[src/core/bstp_pkg.sv]
package bstp_pkg;
  localparam int unsigned IR_W = 10;
  localparam int unsigned UCODE_W = 32;
  localparam int unsigned BSR_SMALL = 1029;
  localparam int unsigned BSR_MEDIUM = 1665;
  localparam int unsigned BSR_LARGE = 1941;
  localparam int unsigned CELLS_PER_PIN = 3;
  localparam int unsigned WORD_W = 8;
  localparam int unsigned FIFO_DEPTH = 8;
  // Identification fields; values arbitrary
  localparam logic [3:0] ID_VERSION = 4'h3;
  localparam logic [15:0] ID_PART = 16'h5a5a;
  localparam logic [10:0] ID_MAKER = 11'h155;
  localparam logic [UCODE_W-1:0] USERCODE_RST = 32'h0000_0000;
  // Instruction opcodes
  localparam logic [IR_W-1:0] OP_EXTEST = 10'h000;
  localparam logic [IR_W-1:0] OP_PULSE = 10'h001;
  localparam logic [IR_W-1:0] OP_ICR = 10'h002;
  localparam logic [IR_W-1:0] OP_SAMPLE = 10'h005;
  localparam logic [IR_W-1:0] OP_IDCODE = 10'h006;
  localparam logic [IR_W-1:0] OP_USERCODE = 10'h007;
  localparam logic [IR_W-1:0] OP_CLAMP = 10'h00a;
  localparam logic [IR_W-1:0] OP_HIGHZ = 10'h00b;
  localparam logic [IR_W-1:0] OP_CONFIG_IO = 10'h00d;
  localparam logic [IR_W-1:0] OP_LA = 10'h00e;
  localparam logic [IR_W-1:0] OP_BYPASS = 10'h3ff;
  localparam logic [IR_W-1:0] IR_CAPTURE = 10'h001;
  localparam logic [IR_W-1:0] IR_RST = OP_IDCODE;

  typedef enum logic [15:0] {
    TAP_RESET = 16'h0001, TAP_IDLE = 16'h0002, TAP_SEL_DR = 16'h0004,
    TAP_CAP_DR = 16'h0008, TAP_SH_DR = 16'h0010, TAP_EX1_DR = 16'h0020,
    TAP_PA_DR = 16'h0040, TAP_EX2_DR = 16'h0080, TAP_UP_DR = 16'h0100,
    TAP_SEL_IR = 16'h0200, TAP_CAP_IR = 16'h0400, TAP_SH_IR = 16'h0800,
    TAP_EX1_IR = 16'h1000, TAP_PA_IR = 16'h2000, TAP_EX2_IR = 16'h4000,
    TAP_UP_IR = 16'h8000
  } bstp_tap_e;

  typedef enum logic [2:0] {
    DR_BYP = 3'h0, DR_BSR = 3'h1, DR_ID = 3'h2, DR_UC = 3'h3,
    DR_STD = 3'h4, DR_LA = 3'h5, DR_ICR = 3'h6
  } bstp_dr_e;

  typedef struct packed {
    logic tck;
    logic tms;
    logic tdi;
  } bstp_link_s;

  typedef struct packed {
    logic busy;
    logic done;
  } bstp_cfg_s;
endpackage : bstp_pkg

[src/core/bstp_top.sv]
`timescale 1ns/100ps
module bstp_fifo #(
  parameter int unsigned W = 8,
  parameter int unsigned D = 8
) (
  input wire logic clk,
  input wire logic rst,
  input wire logic wr_valid,
  output logic wr_ready,
  input wire logic [W-1:0] wr_data,
  output logic rd_valid,
  input wire logic rd_ready,
  output logic [W-1:0] rd_data
);
  import bstp_pkg::*;
  localparam int unsigned AW = $clog2(D);
  initial
  begin
    if (D < 2 || (1 << AW) != D) $error("bstp_fifo depth must be a power of two");
  end
  typedef struct packed {
    logic [D-1:0][W-1:0] mem;
    logic [AW:0] wp;
    logic [AW:0] rp;
  } bstp_fifo_s;
  bstp_fifo_s q, d;
  logic full, empty;
  assign full = (q.wp[AW] != q.rp[AW]) && (q.wp[AW-1:0] == q.rp[AW-1:0]);
  assign empty = q.wp == q.rp;
  assign wr_ready = !full;
  assign rd_valid = !empty;
  assign rd_data = q.mem[q.rp[AW-1:0]];
  always_comb
  begin
    d = q;
    if (wr_valid && !full)
    begin
      d.mem[q.wp[AW-1:0]] = wr_data;
      d.wp = q.wp + 1'b1;
    end
    if (rd_ready && !empty)
      d.rp = q.rp + 1'b1;
  end
  always_ff @(posedge clk)
  begin
    if (rst)
      q <= '0;
    else
      q <= d;
  end
endmodule : bstp_fifo

module bstp_top #(
  parameter int unsigned BSR_LEN = bstp_pkg::BSR_SMALL,
  parameter int unsigned NPIN = 64,
  parameter int unsigned PLL_BITS = 32,
  parameter int unsigned STD_W = 4,
  parameter int unsigned LA_W = 16,
  parameter logic [31:0] USERCODE = bstp_pkg::USERCODE_RST
) (
  input wire logic clk,
  input wire logic rst,
  input wire bstp_pkg::bstp_link_s link,
  output logic tdo,
  output logic tdo_oe_n,
  input wire bstp_pkg::bstp_cfg_s cfg,
  input wire logic [NPIN-1:0] user_out,
  input wire logic [NPIN-1:0] user_oe_n,
  input wire logic [NPIN-1:0] keep_en,
  input wire logic [NPIN-1:0] pin_in,
  output logic [NPIN-1:0] pin_out,
  output logic [NPIN-1:0] pin_oe_n,
  output logic [NPIN-1:0] pin_hold,
  output logic [NPIN*STD_W-1:0] io_std,
  output logic [PLL_BITS-1:0] pll_cfg,
  output logic reconfig_pulse_instruction,
  output logic cfg_stop,
  input wire logic [LA_W-1:0] la_probe,
  output logic [LA_W-1:0] la_ctrl,
  output logic [bstp_pkg::WORD_W-1:0] cfg_data,
  output logic cfg_valid,
  input wire logic cfg_ready,
  output logic icr_overrun
);
  import bstp_pkg::*;
  initial
  begin
    if (!(BSR_LEN inside {BSR_SMALL, BSR_MEDIUM, BSR_LARGE})) $error("bstp_top bad chain length");
    if (NPIN * CELLS_PER_PIN > BSR_LEN) $error("bstp_top too many pins for chain");
    if (PLL_BITS < 1 || STD_W < 1 || LA_W < 1) $error("bstp_top zero width");
  end

  // ****************************************
  // Controller next state and DR decode
  // ****************************************
  function automatic bstp_tap_e tap_next(bstp_tap_e s, logic tms);
    unique case (s)
      TAP_RESET: tap_next = tms ? TAP_RESET : TAP_IDLE;
      TAP_IDLE: tap_next = tms ? TAP_SEL_DR : TAP_IDLE;
      TAP_SEL_DR: tap_next = tms ? TAP_SEL_IR : TAP_CAP_DR;
      TAP_CAP_DR: tap_next = tms ? TAP_EX1_DR : TAP_SH_DR;
      TAP_SH_DR: tap_next = tms ? TAP_EX1_DR : TAP_SH_DR;
      TAP_EX1_DR: tap_next = tms ? TAP_UP_DR : TAP_PA_DR;
      TAP_PA_DR: tap_next = tms ? TAP_EX2_DR : TAP_PA_DR;
      TAP_EX2_DR: tap_next = tms ? TAP_UP_DR : TAP_SH_DR;
      TAP_UP_DR: tap_next = tms ? TAP_SEL_DR : TAP_IDLE;
      TAP_SEL_IR: tap_next = tms ? TAP_RESET : TAP_CAP_IR;
      TAP_CAP_IR: tap_next = tms ? TAP_EX1_IR : TAP_SH_IR;
      TAP_SH_IR: tap_next = tms ? TAP_EX1_IR : TAP_SH_IR;
      TAP_EX1_IR: tap_next = tms ? TAP_UP_IR : TAP_PA_IR;
      TAP_PA_IR: tap_next = tms ? TAP_EX2_IR : TAP_PA_IR;
      TAP_EX2_IR: tap_next = tms ? TAP_UP_IR : TAP_SH_IR;
      TAP_UP_IR: tap_next = tms ? TAP_SEL_DR : TAP_IDLE;
      default: tap_next = TAP_RESET;
    endcase
  endfunction : tap_next

  function automatic bstp_dr_e dr_sel(logic [IR_W-1:0] ir);
    unique case (ir)
      OP_EXTEST, OP_SAMPLE: dr_sel = DR_BSR;
      OP_IDCODE: dr_sel = DR_ID;
      OP_USERCODE: dr_sel = DR_UC;
      OP_CONFIG_IO: dr_sel = DR_STD;
      OP_LA: dr_sel = DR_LA;
      OP_ICR: dr_sel = DR_ICR;
      default: dr_sel = DR_BYP;
    endcase
  endfunction : dr_sel

  // ****************************************
  // State
  // ****************************************
  typedef struct packed {
    bstp_link_s s1;
    bstp_link_s s2;
    logic tck_prev;
    logic [NPIN-1:0] pin_s1;
    logic [NPIN-1:0] pin_s2;
    bstp_tap_e tap;
    logic [IR_W-1:0] ir_sh;
    logic [IR_W-1:0] ir;
    logic byp;
    logic [UCODE_W-1:0] dr32;
    logic [BSR_LEN-1:0] bsr_sh;
    logic [BSR_LEN-1:0] bsr_up;
    logic [PLL_BITS-1:0] pll_sh;
    logic [PLL_BITS-1:0] pll_up;
    logic [NPIN*STD_W-1:0] std_sh;
    logic [NPIN*STD_W-1:0] std_up;
    logic [LA_W-1:0] la_sh;
    logic [LA_W-1:0] la_up;
    logic [WORD_W-1:0] word;
    logic [2:0] bcnt;
    logic push;
    logic ovr;
    logic tdo;
    logic tdo_oe_n;
    logic [NPIN-1:0] pin_out;
    logic [NPIN-1:0] pin_oe_n;
    logic [NPIN-1:0] pin_hold;
    logic reconf;
    logic stop;
  } bstp_state_s;
  bstp_state_s q, d;

  logic rise, fall, fifo_ready, drive_bsr, float_all, pll_in;
  bstp_dr_e sel;
  assign rise = q.s2.tck && !q.tck_prev;
  assign fall = !q.s2.tck && q.tck_prev;
  assign sel = dr_sel(q.ir);
  assign pll_in = !cfg.done;
  assign drive_bsr = (q.ir == OP_EXTEST || q.ir == OP_CLAMP) && !cfg.busy;
  assign float_all = q.ir == OP_HIGHZ && !cfg.busy;

  bstp_fifo #(.W(WORD_W), .D(FIFO_DEPTH)) u_fifo (
    .clk(clk),
    .rst(rst),
    .wr_valid(q.push),
    .wr_ready(fifo_ready),
    .wr_data(q.word),
    .rd_valid(cfg_valid),
    .rd_ready(cfg_ready),
    .rd_data(cfg_data)
  );

  // ****************************************
  // Next state
  // ****************************************
  always_comb
  begin
    d = q;
    d.s1 = link;
    d.s2 = q.s1;
    d.tck_prev = q.s2.tck;
    d.pin_s1 = pin_in;
    d.pin_s2 = q.pin_s1;
    d.push = 1'b0;
    d.reconf = 1'b0;
    d.stop = 1'b0;
    if (rise)
    begin
      d.tap = tap_next(q.tap, q.s2.tms);
      unique case (q.tap)
        TAP_RESET: d.ir = IR_RST;
        TAP_CAP_IR: d.ir_sh = IR_CAPTURE;
        TAP_SH_IR: d.ir_sh = {q.s2.tdi, q.ir_sh[IR_W-1:1]};
        TAP_UP_IR:
        begin
          d.ir = q.ir_sh;
          d.stop = q.ir_sh == OP_CONFIG_IO && cfg.busy;
        end
        TAP_CAP_DR:
        begin
          d.byp = 1'b0;
          d.bcnt = 3'h0;
          unique case (sel)
            DR_ID: d.dr32 = {ID_VERSION, ID_PART, ID_MAKER, 1'b1};
            DR_UC: d.dr32 = USERCODE;
            DR_STD: d.std_sh = q.std_up;
            DR_LA: d.la_sh = la_probe;
            DR_BSR:
            begin
              for (int i = 0; i < NPIN; i++)
              begin
                d.bsr_sh[CELLS_PER_PIN*i] = q.pin_s2[i];
                d.bsr_sh[CELLS_PER_PIN*i+1] = q.pin_out[i];
                d.bsr_sh[CELLS_PER_PIN*i+2] = !q.pin_oe_n[i];
              end
              if (pll_in)
                d.pll_sh = q.pll_up;
            end
            default: d.byp = 1'b0;
          endcase
        end
        TAP_SH_DR:
        begin
          unique case (sel)
            DR_ID, DR_UC: d.dr32 = {q.s2.tdi, q.dr32[UCODE_W-1:1]};
            DR_STD: d.std_sh = {q.s2.tdi, q.std_sh[NPIN*STD_W-1:1]};
            DR_LA: d.la_sh = {q.s2.tdi, q.la_sh[LA_W-1:1]};
            DR_BSR:
            begin
              d.bsr_sh = {pll_in ? q.pll_sh[0] : q.s2.tdi, q.bsr_sh[BSR_LEN-1:1]};
              if (pll_in)
                d.pll_sh = {q.s2.tdi, q.pll_sh[PLL_BITS-1:1]};
            end
            DR_ICR:
            begin
              d.byp = q.s2.tdi;
              if (fifo_ready)
              begin
                d.word = {q.s2.tdi, q.word[WORD_W-1:1]};
                d.bcnt = q.bcnt + 3'h1;
                d.push = q.bcnt == 3'h7;
              end
              else
                d.ovr = 1'b1;
            end
            default: d.byp = q.s2.tdi;
          endcase
        end
        TAP_UP_DR:
        begin
          unique case (sel)
            DR_STD: d.std_up = q.std_sh;
            DR_LA: d.la_up = q.la_sh;
            DR_BSR:
            begin
              d.bsr_up = q.bsr_sh;
              if (pll_in)
                d.pll_up = q.pll_sh;
            end
            default: d.byp = q.byp;
          endcase
        end
        default: d.byp = q.byp;
      endcase
      d.reconf = d.ir == OP_PULSE && d.tap == TAP_IDLE && q.tap != TAP_IDLE;
    end
    if (fall)
    begin
      d.tdo_oe_n = !(q.tap == TAP_SH_DR || q.tap == TAP_SH_IR);
      if (q.tap == TAP_SH_IR)
        d.tdo = q.ir_sh[0];
      else
        unique case (sel)
          DR_ID, DR_UC: d.tdo = q.dr32[0];
          DR_STD: d.tdo = q.std_sh[0];
          DR_LA: d.tdo = q.la_sh[0];
          DR_BSR: d.tdo = q.bsr_sh[0];
          default: d.tdo = q.byp;
        endcase
    end
    for (int i = 0; i < NPIN; i++)
    begin
      d.pin_out[i] = drive_bsr ? q.bsr_up[CELLS_PER_PIN*i+1] : !float_all && user_out[i];
      d.pin_oe_n[i] = drive_bsr ? !q.bsr_up[CELLS_PER_PIN*i+2] : float_all || user_oe_n[i];
      d.pin_hold[i] = keep_en[i] && d.pin_oe_n[i] && (drive_bsr || float_all);
    end
  end

  always_ff @(posedge clk)
  begin
    if (rst)
    begin
      q <= '0;
      q.tap <= TAP_RESET;
      q.ir <= IR_RST;
      q.tdo_oe_n <= 1'b1;
      q.pin_oe_n <= '1;
    end
    else
      q <= d;
  end

  assign tdo = q.tdo;
  assign tdo_oe_n = q.tdo_oe_n;
  assign pin_out = q.pin_out;
  assign pin_oe_n = q.pin_oe_n;
  assign pin_hold = q.pin_hold;
  assign io_std = q.std_up;
  assign pll_cfg = q.pll_up;
  assign reconfig_pulse_instruction = q.reconf;
  assign cfg_stop = q.stop;
  assign la_ctrl = q.la_up;
  assign icr_overrun = q.ovr;
endmodule : bstp_top

[config.mk]
export PLATFORM = sky130hd
export DESIGN_NAME = bstp_top
export DESIGN_NICKNAME = d
export VERILOG_FILES = /design/src/core/bstp_pkg.sv /design/src/core/bstp_top.sv
export SDC_FILE = /design/constraint.sdc
export NUM_CORES = 2
export LEC_CHECK = 0
export ABC_AREA = 0
export BUFFER_PORTS_ARGS = -buffer_cell sky130_fd_sc_hd__buf_4
export CORE_MARGIN = 1.5
export CORE_UTILIZATION = 35
export DETAILED_ROUTE_END_ITERATION = 16
export GPL_TIMING_DRIVEN = 0
export PLACE_DENSITY_LB_ADDON = 0.25
export SLEW_MARGIN = 30
export SYNTH_ARGS = -nofsm -noshare
export SYNTH_HDL_FRONTEND = slang
export SYNTH_SLANG_ARGS = --single-unit
[constraint.sdc]
create_clock -name clk -period 3.93 [get_ports clk]
set_input_delay 0.786 -clock clk [delete_from_list [all_inputs] [get_ports clk]]
set_output_delay 0.786 -clock clk [all_outputs]
set_load 0.05 [all_outputs]
Word level (Yosys, flattened, before mapping)

Index checks and enable logic that the tools add are counted.

$add $sub $neg: 3
Order comparisons: 3
Equality and inequality tests: 51
Multiplexer cells: 177
Bitwise gates (word level): 6
Reductions and logical operators: 432

Operator list:

| operator                                       | number |
|---|---|
| two-way mux 256 bit                            | 2 |
| case mux 256 bit (2 select lines)              | 1 |
| two-way mux 192 bit                            | 2 |
| case mux 192 bit (2 select lines)              | 1 |
| logical AND 1 bit                              | 203 |
| case mux 16 bit (12 select lines)              | 1 |
| case mux 32 bit (2 select lines)               | 3 |
| two-way mux 32 bit                             | 5 |
| logical NOT 1 bit                              | 135 |
| two-way mux 1 bit                              | 132 |
| two-way mux 16 bit                             | 5 |
| logical OR 1 bit                               | 67 |
| bitwise mux 64 bit                             | 1 |
| == test 10 x 4 -> 1 bit, second input constant | 5 |
| case mux 10 bit (2 select lines)               | 2 |
| == test 16 x 2 -> 1 bit, second input constant | 2 |
| case mux 16 bit (2 select lines)               | 1 |
| AND reduction 4 bit                            | 8 |
| == test 10 x 3 -> 1 bit, second input constant | 3 |
| binary-select mux 8 bit (select 3 bit)         | 1 |
| demux 8 bit (select 3 bit)                     | 1 |
| two-way mux 8 bit                              | 3 |
| two-way mux 10 bit                             | 2 |
| two-way mux 9 bit                              | 2 |
| other kinds (52)                               | 84 |

Bits in registers: 2,314
Input bits: 280
Output and inout port bits: 510
Word-level logic and storage cells: 716

Logic depth before layout (Yosys ltp)

Depth in word-level cells: 7
Gate-level depth with buffers: 11
Depth with buffers taken out: 5

Cells and area by module

A second synthesis with hierarchy kept.

Cell total of the unflattened synthesis: 10,075
Area total of the unflattened synthesis: 85,688.4 um2

Modules (own cells, without submodules):

| module    | times used | cells each | area an instance (um2) | sequential area each (um2) |
|---|---|---|---|---|
| bstp_top  | 1          | 9,760      | 82,083.7               | 43,601.8 |
| bstp_fifo | 1          | 315        | 3,604.7                | 1,441.4 |

Least setup slack after synthesis

No wires, ideal clock.

Path kind: reg-to-output
From: register u_fifo.q[0] in the netlist's numbering
To: output cfg_data[0] in the netlist's numbering
Arrival time: 1,971 ps
Required time: 3,144 ps
Setup slack: 1,173 ps
Cell stages (with the launch flop): 5
Path buffers: 2
Path through: dfxtp_1 -> buf_4 -> buf_1 -> mux4_2 -> mux2_2

Longest elaborated chain between the ends: 2

RTL lines:

| element                                 | RTL line       | RTL |
|---|---|---|
| from (decl)                             | bstp_top.sv:26 | `bstp_fifo_s q, d;` |
| from (signal assigned)                  | bstp_top.sv:47 | `q <= '0;` |
| from (signal assigned)                  | bstp_top.sv:49 | `q <= d;` |
| binary-select mux 8 bit (select 3 bit)  | bstp_top.sv:32 | `assign rd_data = q.mem[q.rp[AW-1:0]];` |
| two-way mux 8 bit (not written as such) | bstp_top.sv:32 |  |
| to (decl)                               | bstp_top.sv:80 | `output logic [bstp_pkg::WORD_W-1:0] cfg_data,` |

No other way between the ends. The select of a mux whose other input is x is not followed.

Worst setup path in the final report

From: register u_fifo.q[1] in the netlist's numbering
To: output cfg_data[0] in the netlist's numbering

The elaborated chain is that of the path after synthesis.

==> impl_results.md <==
- Final Cycle Share: 0.9615
- DR WL/cell: 17.99 µm
- Vias in the first global route: 69926
- Buffers on Ports: 788
- Final #Nets: 11821
- Setup Fix Bufs, Post-CTS: 0
- Worst EP required: 3140 ps
- Final hold violation count: 0
- 1st-iter DRT viols: 5526
- Fin area: 104000 µm²
- Cell Rows: 181
- Maximum VDD drop: 379.8 µV
- RSZ-0062 raised after global routing: no
- Pin count of the biggest net entering global routing: 19
- Area delta synth->final: 21.69%
- DRT antenna net count: 0
- Achievable Freq: 264.6 MHz
- Syn avg cell area: 8.134 µm²
- Skew-Pair Late Insertion Delay: 880 ps
- Final max-slew violation count: 0
- TritonCTS clock tree: yes
- Synth warn: 0
- Initial antenna violation count: 38
- Die area: 247100 µm²
- Syn_nets: 10790
- Final Skew: 70.29 ps
- TritonCTS Sinks: 2250
- Clock tree root buffer cell: clkbuf_16
- Worst Setup End Kind: output pin
- Slew Limit Headroom: 0.2755
- Mapped cell area: 85450 µm²
- HP Start: pin_in[30]
- Detailed Place HPWL: 201200 µm
- Remaining Overflow, GRT: 0
- Critical path peak fanout: 10
- Setup Viol. Count Final: 0
- Mapped Cells: 10506
- Core area: 243000 µm²
- GRT Util Overall: 0.2089
- Slew at the pin closest to its max-slew limit: 1059 ps
- Synth cell types: 64
- Layout cells sized above 1: 0.1817
- IO Pins: 790
- Ys async rst share: 0
- Max-cap violations: 0
- CTS Buf Count: 234
- Worst-path clk slew: 60 ps
- Post-synth EDFFs: 0
- Hold WC Path Type: input port to flip-flop
- R2R setup slack: 180 ps
- Initial Util: 0.3517
- Routed WL: 269100 µm
- Pleak: 37.47 nW
- Tmin final: 3779 ps
- DR DRC count: 0
- Die H: 497.1 µm
- Post-DP Area: 95610 µm²
- Via/cell ratio: 4.973
- Hold WS: 97.94 ps
- Worst setup path start: u_fifo.q[1]
- Clock Path Buffers: 3
- CP startpoint kind: flip-flop
- Via count: 74409
- DRT Pass-1 Iters: 6
- Die X: 497.1 µm
- Synth Register Bits: 2250
- Seq/Total Area, Yosys: 0.5271
- Commonest register cell after synthesis: dfxtp_1
- Gpl congestion: 0.9122
- CTS H-tree lvls: 4
- Reg-to-Reg Start: q[2934]
- Global-route wire length before repair: 408000 µm
- Worst EP arrival: 2990 ps
- CP Class: flip-flop to output pin
- Status: completed
- Layout fillers: 24048
- P per Cell Area: 462.4 nW/µm²
==> synth_stat cells, drive strengths merged (6+ instances only) <==
library cell	n	area (µm²)
or3	12	75.07
nor2	604	2275
a21o	65	488.0
nor2b	141	882.1
nand2	3592	13480
nor4b	6	52.55
mux4	16	360.4
mux2	10	112.6
buf	864	5578
nor3	30	176.4
nand2b	70	437.9
a311oi	433	3792
clkbuf	476	1794
or4	7	52.55
and3	68	425.4
o21ai	93	465.4
nand3	49	260.3
a22oi	74	555.5
xor2	11	96.34
xnor2	9	78.83
nand4	8	71.32
nor4	21	216.5
dfxtp	2250	45040
a21oi	1399	7002
o211ai	81	608.1
mux2i	67	670.6
==> power breakdown <==
part | leakage (nW) | internal (mW) | switching, mW
Combinational | 15.2 | 0.537 | 1.03
Clock | 4.10 | 13.9 | 9.63
Sequential | 18.2 | 22.9 | 0.0820
==> metal layers <==
layer / vias to the layer above / routed length (µm) / track usage
met2: 2043 / 121900 / 0.3314
met3: 492 / 14530 / 0.03284
met5: - / 87 / 0
li1: 36396 / - / -
met4: 14 / 14020 / 0.1102
met1: 35464 / 118600 / 0.2729
==> final cells by class <==
type / count / area, µm² / area share
Antenna cell: 18 / 45.04 / 0.0004332
Buffer: 1340 / 7397 / 0.07114
Clock buffer: 326 / 6774 / 0.06514
Clock inverter: 115 / 1544 / 0.01485
Inverter: 4 / 15.01 / 0.0001444
Multi-Input combinational cell: 6912 / 33070 / 0.3180
Sequential cell: 2250 / 45040 / 0.4332
Tap cell: 3202 / 4006 / 0.03853
Timing Repair Buffer: 795 / 6088 / 0.05855
==> path summary, 6_finish.rpt <==
check	to	cells after the start
worst max-delay path	cfg_data[0]	5
worst min-delay path	d[2974]	2
worst max register to register	io_std[36]	9
worst min register to register	q[2379]	2
==> sequential cells by signal (all words and copies together), names as in the netlist <==
signal / flops
tdo_oe_n: 1
cfg_stop: 1
u_fifo.q: 72
pll_cfg: 32
d: 68
icr_overrun: 1
q: 1609
pin_oe_n: 64
io_std: 256
pin_out: 64
tdo: 1
reconfig_pulse_instruction: 1
la_ctrl: 16
pin_hold: 64
==> metrics by stage <==
stage | util | std cells | power (mW) | worst slack (ps) | TNS [ps]
floorplan | - | 10506 | 24.33 | 1173 | 0
global placement | 0.3925 | 14496 | 25.07 | -932.1 | -370530
detailed placement | 0.3935 | 14503 | 25.09 | 230.1 | 0
CTS | 0.4277 | 14944 | 48.61 | 12.56 | 0
global route | 0.4278 | 14954 | 49.61 | 7.528 | 0
finish | 0.4279 | 14962 | 48.09 | 151.2 | 0
==> kinds of logic after synthesis <==
family	share of synthesized area
and+or+nand+nor	0.2171
DFF	0.5271
AOI/OAI and AO/OA	0.1533
buffers and inverters	0.08645
muxes	0.01338
xor gates and xnor gates	0.002050
adders and majority gates	0.0005857
==> what timing repair did <==
item	in CTS	in global routing
setup endpoints to repair	8	9
gates resized for setup	3	2
hold buffers	0	0
pin swaps	0	0
==> placed cells by master (no fill, tap or decap), drive strengths merged, types with 9 or more instances in the layout <==
cell and n:
nand2 3592, dfxtp 2250, buf 1658, a21oi 1399, clkbuf 803, nor2 604, a311oi 433, nor2b 141
o21ai 93, o211ai 81, a22oi 74, nand2b 70, clkinv 70, and3 68, mux2i 67, a21o 65
nand3 49, nor3 30, bufinv 27, nor4 21, diode 18, mux4 16, or3 12, xor2 11
clkinvlp 11, inv 11, mux2 10, xnor2 9
==> critical path: stages (launching register included) <==
cell,delay [ps]
dfxtp_1,330
buf_2,280
clkbuf_1,570
mux4_2,390
mux2_2,320
buf_4,210
Note: power is estimated with default switching activity, not from simulation.
